==> config.mk <==
export PLATFORM = sky130hd
export DESIGN_NAME = rmp_output_select
export DESIGN_NICKNAME = d
export VERILOG_FILES = /design/src/design/rmp_pkg.sv /design/src/design/rmp_pin_mux.sv /design/src/design/rmp_output_select.sv
export SDC_FILE = /design/constraint.sdc
export NUM_CORES = 1
export LEC_CHECK = 0
export ABC_AREA = 1
export BUFFER_PORTS_ARGS = -buffer_cell sky130_fd_sc_hd__clkbuf_2
export CORE_AREA = 4 4 167 169
export CTS_BUF_LIST = sky130_fd_sc_hd__clkbuf_4
export DETAILED_ROUTE_END_ITERATION = 8
export DIE_AREA = 0 0 171 173
export MAX_ROUTING_LAYER = met4
export PLACE_DENSITY = 0.62
export SKIP_CTS_REPAIR_TIMING = 1
export SLEW_MARGIN = 20
export SYNTH_ARGS = -nofsm -noshare
export SYNTH_HDL_FRONTEND = slang
export SYNTH_SLANG_ARGS = --single-unit
==> constraint.sdc <==
create_clock -name clk -period 2.7 [get_ports clk]
set_input_delay 0.54 -clock clk [delete_from_list [all_inputs] [get_ports clk]]
set_output_delay 0.54 -clock clk [all_outputs]
set_load 0.02 [all_outputs]
==> src/design/rmp_pkg.sv <==
// Constants and types for the remappable output select block
package rmp_pkg;
	localparam int unsigned NUM_OUT_PINS = 13;
	localparam int unsigned NUM_IN_SEL = 4;
	localparam int unsigned ADDR_W = 8;
	localparam int unsigned OSEL_W = 5;
	localparam int unsigned ISEL_W = 4;
	// Byte addresses
	localparam logic [7:0] OFF_OSEL_BASE = 8'h00;
	localparam logic [7:0] OFF_CFG_CTRL = 8'h40;
	localparam logic [7:0] OFF_UNLOCK_KEY = 8'h44;
	localparam logic [7:0] OFF_CFG_WORD3 = 8'h48;
	localparam logic [7:0] OFF_ISEL_BASE = 8'h80;
	// Field positions
	localparam int unsigned REMAP_LOCK_BIT = 13;
	localparam int unsigned SINGLE_SESSION_BIT = 29;
	// Reset values
	localparam logic [4:0] OSEL_RESET = 5'h00;
	localparam logic [3:0] ISEL_RESET = 4'h0;
	localparam logic REMAP_LOCK_RESET = 1'b0;
	localparam logic SINGLE_SESSION_RESET = 1'b1;
	// Unlock keys, values arbitrary
	localparam logic [31:0] UNLOCK_KEY1 = 32'hA5A5_1234;
	localparam logic [31:0] UNLOCK_KEY2 = 32'h5A5A_4321;
	// Output select codes
	localparam logic [4:0] SEL_OFF = 5'h00;
	localparam logic [4:0] SEL_UART1_TX = 5'h01;
	localparam logic [4:0] SEL_UART2_RTS = 5'h02;
	localparam logic [4:0] SEL_SPI1_DO = 5'h03;
	localparam logic [4:0] SEL_SPI2_DO = 5'h04;
	localparam logic [4:0] SEL_OC1 = 5'h05;
	localparam logic [4:0] SEL_OC7 = 5'h06;
	localparam logic [4:0] SEL_CMP2 = 5'h07;
	localparam logic [4:0] SEL_CMP4 = 5'h08;
	localparam logic [4:0] SEL_OUTPUT_COMPARE_13 = 5'h09;
	localparam logic [4:0] SEL_UART5_RTS = 5'h0B;
	localparam logic [4:0] SEL_CAN1_TX = 5'h0C;
	localparam logic [4:0] SEL_SPI3_DO = 5'h0E;
	localparam logic [4:0] SEL_SPI4_CLK = 5'h0F;
	localparam logic [4:0] SEL_SPI5_DO = 5'h10;
	localparam logic [4:0] SEL_QEI5_CMP = 5'h15;
	// One bit per code that reaches a peripheral
	localparam logic [31:0] SEL_VALID_MASK = 32'h0021_DBFE;
	typedef struct packed {
		logic [NUM_OUT_PINS-1:0][OSEL_W-1:0] osel;
		logic [NUM_IN_SEL-1:0][ISEL_W-1:0] isel;
		logic remap_lock;
		logic single_session;
		logic session_taken;
		logic key1_seen;
		logic unlock_armed;
		logic [31:0] rdata;
	} rmp_state_t;
endpackage : rmp_pkg

==> src/design/rmp_pin_mux.sv <==
// One remappable pin: select code to peripheral output
`timescale 1ns/1ps
`default_nettype none
module rmp_pin_mux (
	input wire logic [4:0] sel, // Output select field
	input wire logic [31:0] src, // Peripheral outputs indexed by code
	output logic pin_out, // Pin data
	output logic pin_oe // Pin driven by a peripheral
);
	always_comb begin
		// Reserved and off codes leave the pin unconnected
		pin_oe = rmp_pkg::SEL_VALID_MASK[sel]; // RULE_10
		pin_out = pin_oe & src[sel]; // RULE_12
	end
endmodule : rmp_pin_mux
`default_nettype wire

==> src/design/rmp_output_select.sv <==
// Remappable pin output multiplexer with select register lock
//
// Operation
// RULE_01 - Locked select writes complete but change nothing
// RULE_02 - Lock bit 13 of config control
// RULE_03 - Lock bit changes only after unlock sequence
// RULE_04 - Single session bit blocks clearing set lock
// RULE_05 - Permanent lock: unlock ignored, reset clears
// RULE_06 - Single session bit defaults to set
// RULE_07 - Five-bit field; 0 off, 1 uart1 transmit
// RULE_08 - Codes 2 to 7 map listed peripherals
// RULE_09 - Codes 8 to 21 map listed peripherals
// RULE_10 - Reserved codes connect nothing
// RULE_11 - Output select registers reset to zero
// RULE_12 - Each pin's field picks its driver
// RULE_13 - Accepted write drives mux next cycle
`timescale 1ns/1ps
`default_nettype none
module rmp_output_select (
	input wire logic clk, // 40 MHz system clock
	input wire logic reset_n, // Asynchronous device reset
	input wire logic [7:0] addr, // Register byte address
	input wire logic [31:0] wdata, // Write data
	input wire logic wr_stb, // Write strobe
	input wire logic rd_stb, // Read strobe
	output logic [31:0] rdata, // Read data, cycle after strobe
	input wire logic [31:0] device_config_word3, // Configuration word strap
	input wire logic uart1_transmit, // Peripheral output
	input wire logic uart2_request_to_send, // Peripheral output
	input wire logic spi1_data_out, // Peripheral output
	input wire logic spi2_data_out, // Peripheral output
	input wire logic output_compare_1, // Peripheral output
	input wire logic output_compare_7, // Peripheral output
	input wire logic comparator2_output, // Peripheral output
	input wire logic comparator4_output, // Peripheral output
	input wire logic output_compare_13, // Peripheral output
	input wire logic uart5_request_to_send, // Peripheral output
	input wire logic can1_transmit, // Peripheral output
	input wire logic spi3_data_out, // Peripheral output
	input wire logic spi4_clock_out, // Peripheral output
	input wire logic spi5_data_out, // Peripheral output
	input wire logic quadrature5_compare_out, // Peripheral output
	output logic [12:0] pin_out, // Pin data per remappable pin
	output logic [12:0] pin_oe, // Pin driven per remappable pin
	output logic [15:0] input_select, // Peripheral input selects, 4 bits each
	output logic remap_lock // Current lock state
);
	logic [1:0] rst_sync_q;
	logic rst_n;
	rmp_pkg::rmp_state_t st_q;
	rmp_pkg::rmp_state_t st_d;
	logic [31:0] src;
	logic [3:0] osel_idx;
	logic [1:0] isel_idx;
	logic hit_osel;
	logic hit_isel;
	logic hit_cfg;
	logic hit_key;
	logic hit_word3;
	logic lock_forever;

	// Reset release through two flops
	always_ff @(posedge clk or negedge reset_n) begin
		if (!reset_n) begin
			rst_sync_q <= 2'h0;
		end else begin
			rst_sync_q <= {rst_sync_q[0], 1'b1};
		end
	end
	assign rst_n = rst_sync_q[1];

	// Address decode
	always_comb begin
		osel_idx = addr[5:2];
		isel_idx = addr[3:2];
		hit_osel = (addr[7:6] == 2'h0) && (addr[1:0] == 2'h0)
			&& (addr[5:2] < 4'(rmp_pkg::NUM_OUT_PINS));
		hit_isel = (addr[7:4] == rmp_pkg::OFF_ISEL_BASE[7:4]) && (addr[1:0] == 2'h0);
		hit_cfg = (addr == rmp_pkg::OFF_CFG_CTRL);
		hit_key = (addr == rmp_pkg::OFF_UNLOCK_KEY);
		hit_word3 = (addr == rmp_pkg::OFF_CFG_WORD3);
	end

	// Lock held until reset once set with single session on
	assign lock_forever = st_q.single_session && st_q.remap_lock; // RULE_05

	always_comb begin
		st_d = st_q;
		// Capture the strap once after reset release
		if (!st_q.session_taken) begin
			st_d.single_session = device_config_word3[rmp_pkg::SINGLE_SESSION_BIT];
			st_d.session_taken = 1'b1;
		end
		if (wr_stb) begin
			// Any write outside the key pair breaks the sequence
			st_d.key1_seen = 1'b0;
			if (hit_osel && !st_q.remap_lock) begin // RULE_01
				st_d.osel[osel_idx] = wdata[4:0]; // RULE_07 RULE_13
			end
			if (hit_isel && !st_q.remap_lock) begin // RULE_01
				st_d.isel[isel_idx] = wdata[3:0];
			end
			if (hit_key) begin
				if (wdata == rmp_pkg::UNLOCK_KEY1) begin
					st_d.key1_seen = 1'b1;
				end else if (st_q.key1_seen && wdata == rmp_pkg::UNLOCK_KEY2) begin
					st_d.unlock_armed = !lock_forever; // RULE_03 RULE_05
				end else begin
					st_d.unlock_armed = 1'b0;
				end
			end
			if (hit_cfg) begin
				// An armed sequence is spent by the next control write
				st_d.unlock_armed = 1'b0;
				if (st_q.unlock_armed) begin // RULE_03
					if (wdata[rmp_pkg::REMAP_LOCK_BIT]) begin // RULE_02
						st_d.remap_lock = 1'b1;
					end else if (!lock_forever) begin // RULE_04
						st_d.remap_lock = 1'b0;
					end
				end
			end
		end
		st_d.rdata = 32'h0000_0000;
		if (rd_stb) begin
			if (hit_osel) begin
				st_d.rdata = {27'h0, st_q.osel[osel_idx]};
			end else if (hit_isel) begin
				st_d.rdata = {28'h0000000, st_q.isel[isel_idx]};
			end else if (hit_cfg) begin
				st_d.rdata[rmp_pkg::REMAP_LOCK_BIT] = st_q.remap_lock;
			end else if (hit_word3) begin
				st_d.rdata[rmp_pkg::SINGLE_SESSION_BIT] = st_q.single_session;
			end else begin
				st_d.rdata = 32'h0000_0000;
			end
		end
	end

	always_ff @(posedge clk or negedge rst_n) begin
		if (!rst_n) begin
			for (int i = 0; i < rmp_pkg::NUM_OUT_PINS; i++) begin
				st_q.osel[i] <= rmp_pkg::OSEL_RESET; // RULE_11
			end
			for (int i = 0; i < rmp_pkg::NUM_IN_SEL; i++) begin
				st_q.isel[i] <= rmp_pkg::ISEL_RESET;
			end
			st_q.remap_lock <= rmp_pkg::REMAP_LOCK_RESET; // RULE_05
			st_q.single_session <= rmp_pkg::SINGLE_SESSION_RESET; // RULE_06
			st_q.session_taken <= 1'b0;
			st_q.key1_seen <= 1'b0;
			st_q.unlock_armed <= 1'b0;
			st_q.rdata <= 32'h0000_0000;
		end else begin
			st_q <= st_d;
		end
	end

	// Peripheral outputs placed at their select codes
	always_comb begin
		src = 32'h0000_0000;
		src[rmp_pkg::SEL_UART1_TX] = uart1_transmit; // RULE_07
		src[rmp_pkg::SEL_UART2_RTS] = uart2_request_to_send; // RULE_08
		src[rmp_pkg::SEL_SPI1_DO] = spi1_data_out; // RULE_08
		src[rmp_pkg::SEL_SPI2_DO] = spi2_data_out; // RULE_08
		src[rmp_pkg::SEL_OC1] = output_compare_1; // RULE_08
		src[rmp_pkg::SEL_OC7] = output_compare_7; // RULE_08
		src[rmp_pkg::SEL_CMP2] = comparator2_output; // RULE_08
		src[rmp_pkg::SEL_CMP4] = comparator4_output; // RULE_09
		src[rmp_pkg::SEL_OUTPUT_COMPARE_13] = output_compare_13; // RULE_09
		src[rmp_pkg::SEL_UART5_RTS] = uart5_request_to_send; // RULE_09
		src[rmp_pkg::SEL_CAN1_TX] = can1_transmit; // RULE_09
		src[rmp_pkg::SEL_SPI3_DO] = spi3_data_out;
		src[rmp_pkg::SEL_SPI4_CLK] = spi4_clock_out; // RULE_09
		src[rmp_pkg::SEL_SPI5_DO] = spi5_data_out; // RULE_09
		src[rmp_pkg::SEL_QEI5_CMP] = quadrature5_compare_out; // RULE_09
	end

	genvar g;
	generate
		for (g = 0; g < rmp_pkg::NUM_OUT_PINS; g++) begin : g_pin
			rmp_pin_mux u_mux (
				.sel(st_q.osel[g]),
				.src(src),
				.pin_out(pin_out[g]),
				.pin_oe(pin_oe[g])
			); // RULE_12
		end
		for (g = 0; g < rmp_pkg::NUM_IN_SEL; g++) begin : g_isel
			assign input_select[4*g+3:4*g] = st_q.isel[g];
		end
	endgenerate

	assign rdata = st_q.rdata;
	assign remap_lock = st_q.remap_lock;

	// Checks
	property p_locked_write_kept;
		@(posedge clk) disable iff (!rst_n)
		(wr_stb && hit_osel && st_q.remap_lock) |=> (st_q.osel == $past(st_q.osel));
	endproperty
	a_locked_write_kept: assert property (p_locked_write_kept) // RULE_01
		else $error("Select changed while locked");

	property p_open_write_taken;
		@(posedge clk) disable iff (!rst_n)
		(wr_stb && hit_osel && !st_q.remap_lock)
			|=> (st_q.osel[$past(osel_idx)] == $past(wdata[4:0]));
	endproperty
	a_open_write_taken: assert property (p_open_write_taken) // RULE_13
		else $error("Unlocked select write not stored");

	property p_lock_readback;
		@(posedge clk) disable iff (!rst_n)
		(rd_stb && hit_cfg) |=> (rdata[rmp_pkg::REMAP_LOCK_BIT] == $past(st_q.remap_lock));
	endproperty
	a_lock_readback: assert property (p_lock_readback) // RULE_02
		else $error("Lock bit not at bit 13");

	property p_lock_needs_unlock;
		@(posedge clk) disable iff (!rst_n)
		!st_q.unlock_armed |=> $stable(st_q.remap_lock);
	endproperty
	a_lock_needs_unlock: assert property (p_lock_needs_unlock) // RULE_03
		else $error("Lock changed without unlock sequence");

	property p_single_session_hold;
		@(posedge clk) disable iff (!rst_n)
		(st_q.single_session && st_q.remap_lock) |=> st_q.remap_lock;
	endproperty
	a_single_session_hold: assert property (p_single_session_hold) // RULE_04
		else $error("Lock cleared under single session");

	property p_no_arm_when_forever;
		@(posedge clk) disable iff (!rst_n)
		lock_forever |=> !st_q.unlock_armed;
	endproperty
	a_no_arm_when_forever: assert property (p_no_arm_when_forever) // RULE_05
		else $error("Unlock armed under permanent lock");

	property p_session_default;
		@(posedge clk)
		$rose(rst_n) |-> st_q.single_session;
	endproperty
	a_session_default: assert property (p_session_default) // RULE_06
		else $error("Single session not set after reset");

	property p_reset_off;
		@(posedge clk)
		$rose(rst_n) |-> (pin_oe == 13'h0);
	endproperty
	a_reset_off: assert property (p_reset_off) // RULE_11
		else $error("Pin driven after reset");

	property p_reserved_off;
		@(posedge clk) disable iff (!rst_n)
		(st_q.osel[0] == 5'h0A || st_q.osel[0] == 5'h0D || st_q.osel[0] >= 5'h16
			|| st_q.osel[0] == 5'h00) |-> !pin_oe[0];
	endproperty
	a_reserved_off: assert property (p_reserved_off) // RULE_10
		else $error("Reserved code drives pin");

	property p_uart1_route;
		@(posedge clk) disable iff (!rst_n)
		(st_q.osel[0] == 5'h01) |-> (pin_oe[0] && pin_out[0] == uart1_transmit);
	endproperty
	a_uart1_route: assert property (p_uart1_route) // RULE_07
		else $error("Code 1 not routing uart1 transmit");

	property p_can1_route;
		@(posedge clk) disable iff (!rst_n)
		(st_q.osel[10] == 5'h0C) |-> (pin_out[10] == can1_transmit);
	endproperty
	a_can1_route: assert property (p_can1_route) // RULE_09
		else $error("Code 12 not routing can1 transmit");

	property p_cmp2_route;
		@(posedge clk) disable iff (!rst_n)
		(st_q.osel[6] == 5'h07) |-> (pin_out[6] == comparator2_output);
	endproperty
	a_cmp2_route: assert property (p_cmp2_route) // RULE_08
		else $error("Code 7 not routing comparator 2");

	property p_uart2_route;
		@(posedge clk) disable iff (!rst_n)
		(st_q.osel[1] == 5'h02) |-> (pin_oe[1] && pin_out[1] == uart2_request_to_send);
	endproperty
	a_uart2_route: assert property (p_uart2_route) // RULE_08
		else $error("Code 2 not routing uart2 request to send");

	property p_spi1_route;
		@(posedge clk) disable iff (!rst_n)
		(st_q.osel[2] == 5'h03) |-> (pin_oe[2] && pin_out[2] == spi1_data_out);
	endproperty
	a_spi1_route: assert property (p_spi1_route) // RULE_08
		else $error("Code 3 not routing spi1 data out");

	property p_qei5_route;
		@(posedge clk) disable iff (!rst_n)
		(st_q.osel[0] == 5'h15) |-> (pin_oe[0] && pin_out[0] == quadrature5_compare_out);
	endproperty
	a_qei5_route: assert property (p_qei5_route) // RULE_09
		else $error("Code 21 not routing quadrature 5 compare");

	property p_locked_isel_kept;
		@(posedge clk) disable iff (!rst_n)
		(wr_stb && hit_isel && st_q.remap_lock) |=> (st_q.isel == $past(st_q.isel));
	endproperty
	a_locked_isel_kept: assert property (p_locked_isel_kept) // RULE_01
		else $error("Input select changed while locked");

	property p_open_isel_taken;
		@(posedge clk) disable iff (!rst_n)
		(wr_stb && hit_isel && !st_q.remap_lock)
			|=> (st_q.isel[$past(isel_idx)] == $past(wdata[3:0]));
	endproperty
	a_open_isel_taken: assert property (p_open_isel_taken) // RULE_01
		else $error("Unlocked input select write not stored");

	property p_key_arms;
		@(posedge clk) disable iff (!rst_n)
		(wr_stb && hit_key && st_q.key1_seen && !lock_forever
			&& wdata == rmp_pkg::UNLOCK_KEY2) |=> st_q.unlock_armed;
	endproperty
	a_key_arms: assert property (p_key_arms) // RULE_03
		else $error("Key pair did not arm the lock write");

	property p_lock_set_armed;
		@(posedge clk) disable iff (!rst_n)
		(wr_stb && hit_cfg && st_q.unlock_armed && wdata[rmp_pkg::REMAP_LOCK_BIT])
			|=> st_q.remap_lock;
	endproperty
	a_lock_set_armed: assert property (p_lock_set_armed) // RULE_02
		else $error("Armed lock set not taken");

	property p_lock_clear_armed;
		@(posedge clk) disable iff (!rst_n)
		(wr_stb && hit_cfg && st_q.unlock_armed && !lock_forever
			&& !wdata[rmp_pkg::REMAP_LOCK_BIT]) |=> !st_q.remap_lock;
	endproperty
	a_lock_clear_armed: assert property (p_lock_clear_armed) // RULE_03
		else $error("Armed lock clear not taken");

	property p_forever_stays;
		@(posedge clk) disable iff (!rst_n)
		lock_forever |=> lock_forever;
	endproperty
	a_forever_stays: assert property (p_forever_stays) // RULE_05
		else $error("Permanent lock released before reset");

	c_lock_set: cover property (@(posedge clk) disable iff (!rst_n) $rose(st_q.remap_lock));
	c_lock_clear: cover property (@(posedge clk) disable iff (!rst_n) $fell(st_q.remap_lock));
	c_locked_write: cover property (@(posedge clk) disable iff (!rst_n)
		wr_stb && hit_osel && st_q.remap_lock);
	c_pin_routed: cover property (@(posedge clk) disable iff (!rst_n) pin_oe[0]);
endmodule : rmp_output_select
`default_nettype wire

==> out/metrics.cfg <==
[hold_path]
hp-class = input port to flop
hold_path_depth = 2

[placed_design]
port_buffers = 109
dp_hpwl_mm = 19.9
dp.cells = 1690
place.gp.congestion = 0.960
dpl_worst_slack_ns = 0.450

[timing]
whs_ns = 0.206
maxSlewHeadroom_pct = 53.6
timing.fmax_mhz = 394
period_needed_ns = 2.54
tightest_slew_ns = 0.696
setup_violations = 0
fin_crit_sh_pct = 94.1
setup_slack_ns = 0.160
slew_violations = 0
hold_viol = 0
fin_skew_ns = 0.0227
fin_tns_setup_ns = 0

[synth]
yosysMostFrequentCell = nand2_1
yosysUniqueCellTypes = 26
ys_seq_area_share_pct = 30.3
netlist_area_um2 = 7840
synthArstFlopShare_pct = 100
syn_inst = 1316
synth-edff-count = 0
ys.flop_type = dfrtp_1
yosys.area.top_type = dfrtp_1
synth_seq_cells = 95
netlist_top_cells_count = nand2_1 (470), nor2_1 (148), nand3_1 (140)
avgSynthCellArea_um2 = 5.96
synthTopCellsByArea = dfrtp_1 (30%), nand2_1 (23%), nand3_1 (8.9%)
yosysWarnings = 0
synth_top_area_share_pct = 30.0

[cts]
clock_latency_ns = 0.52
root_buffer = clkbuf_4
clockBufferDepth = 2
numCtsBuffers = 9
cts_tree = done
htreeDepth = 3
cts.sinks = 95
clk_pin_slew_worst_paths_ns = 0.15

[pwr]
vdd_drop_max_uv = 157
p_per_area_nw_per_um2 = 385
p_leak_uw = 0.00435
total_power_uw = 3290

[cells_and_area]
instances_no_fill = 1708
fillers = 3016
synthToLayoutAreaGrowth_pct = 9.04
multi_input_area_um2 = 4360
finalNetCount = 1452
seqCellArea_um2 = 2390
drive_above_1_share_pct = 12.4

[floorplan]
die_area_um2 = 29600
ioPinCount = 166
core_um2 = 26600
die_x_um = 171
fp.dieH_um = 173
floorplan.initialDensity_pct = 29.5
num_rows = 60

[worst_setup_path]
cp-end-kind = output port
timing.rr.start = st_q[75]
start_kind = flop
cp.required_ns = 2.16
r2r_cells = 8
arrival_ns = 2.00
worstPathMaxFanout = 8
worstSetupPathType = flop to output port
regToRegSetupSlack_ns = 1.11
r2r-end = rdata[2]
setup.worst_path.start = st_q[63]
critical_path.endpoint = pin_out[2]

[global_routing]
antenna_found_initial = 1
grt_pass1_vias = 7824
grt_pass1_wl_mm = 42.7
grt.total_usage_pct = 18.9
overflow = 0
grt_max_degree = 73

[routing]
routedWlPerCell_um = 16.2
routed_via_density = 5.04
drt-pass1-iter-count = 5
vias = 8603
ant_nets = 0
drc_errors = 0
initialDrtViolationCount = 905
wl_mm = 27.7

[job]
maxCapViolations = 0

[run_status]
status = completed

per-layer routing:
metal / share of wire (%) / routed length [um] / global-route usage (%)
met1: 43 / 12000 / 25.5
met2: 44 / 12200 / 28.3
met3: 9.5 / 2630 / 4.23
met4: 3.0 / 820 / 5.51
met5: 0 / 0 / -
sequential cells by signal, indices dropped and copies added (netlist names):
register,count
input_select,16
rdata,7
remap_lock,1
rst_sync_q,2
st_q,69
area by class of cell:
class | instances | area share [%]
tap | 341 | 4.99
sequential | 95 | 28.0
timing repair buffer | 132 | 8.87
clock inverter | 7 | 0.805
clock buffer | 9 | 0.791
multi-input combinational | 997 | 51.0
antenna | 1 | 0.0293
inverter | 126 | 5.53
critical path, cell delays in order (launching register included):
cell and delay [ns]:
dfrtp_1 0.50, nor2_2 0.20, nand2_1 0.12, o21ai_0 0.16
a21oi_1 0.06, nand2_1 0.07, nand3_1 0.08, nand2_1 0.11
clkbuf_2 0.20
where the power goes:
| part | switching (uW) | total (uW) | internal [uW] | leakage (uW) |
|---|---|---|---|---|
| clock network | 547 | 830 | 283 | 0.0000758 |
| logic | 610 | 870 | 260 | 0.00300 |
| registers | 110 | 1590 | 1480 | 0.00128 |
| total | 1270 | 3290 | 2030 | 0.00435 |
worst min-delay path by stage:
| stage | start | end | slack, ns |
|---|---|---|---|
| 2_1_floorplan | reset_n | rst_sync_q[0] | 0.24 |
| 3_3_place_gp | reset_n | rst_sync_q[0] | 0.33 |
| 3_5_place_dp | reset_n | rst_sync_q[0] | 0.33 |
| 4_1_cts | reset_n | rst_sync_q[1] | -0.26 |
| 5_1_grt | wr_stb | st_q[33] | 0.17 |
| 6_report | wr_stb | st_q[33] | 0.21 |
cells by family after synthesis:
kind of cell    after synthesis  synth area share, %
simple gates                812                 43.0
buf+inv                     249                 15.6
compound gates              157                 10.8
flops                        95                 30.3
other cells                   2               0.0958
mux                           1                0.144
cells in the final DEF, fill, tap and decap left out, types with 2 or more instances in the layout:
master,count
nor2_1,139
inv_1,126
nor2_2,10
o21ai_0,76
nand4_1,40
buf_4,19
clkbuf_2,109
nand2_1,470
dfrtp_2,8
a21oi_1,36
dfrtp_1,85
o22ai_1,15
nand3_1,140
o211ai_1,10
buf_12,3
o21ai_1,12
inv_6,2
nor3_1,8
a22oi_1,7
clkinv_1,2
conb_1,27
clkbuf_4,9
per-stage QoR:
step,utilization (%),area (um^2)
after CTS,32.0,8490
final,32.2,8550
after floorplan,-,7930
after global routing,32.2,8550
after global placement,31.5,8360
after detailed placement,31.5,8360
Power figures use the tool's default switching activity.
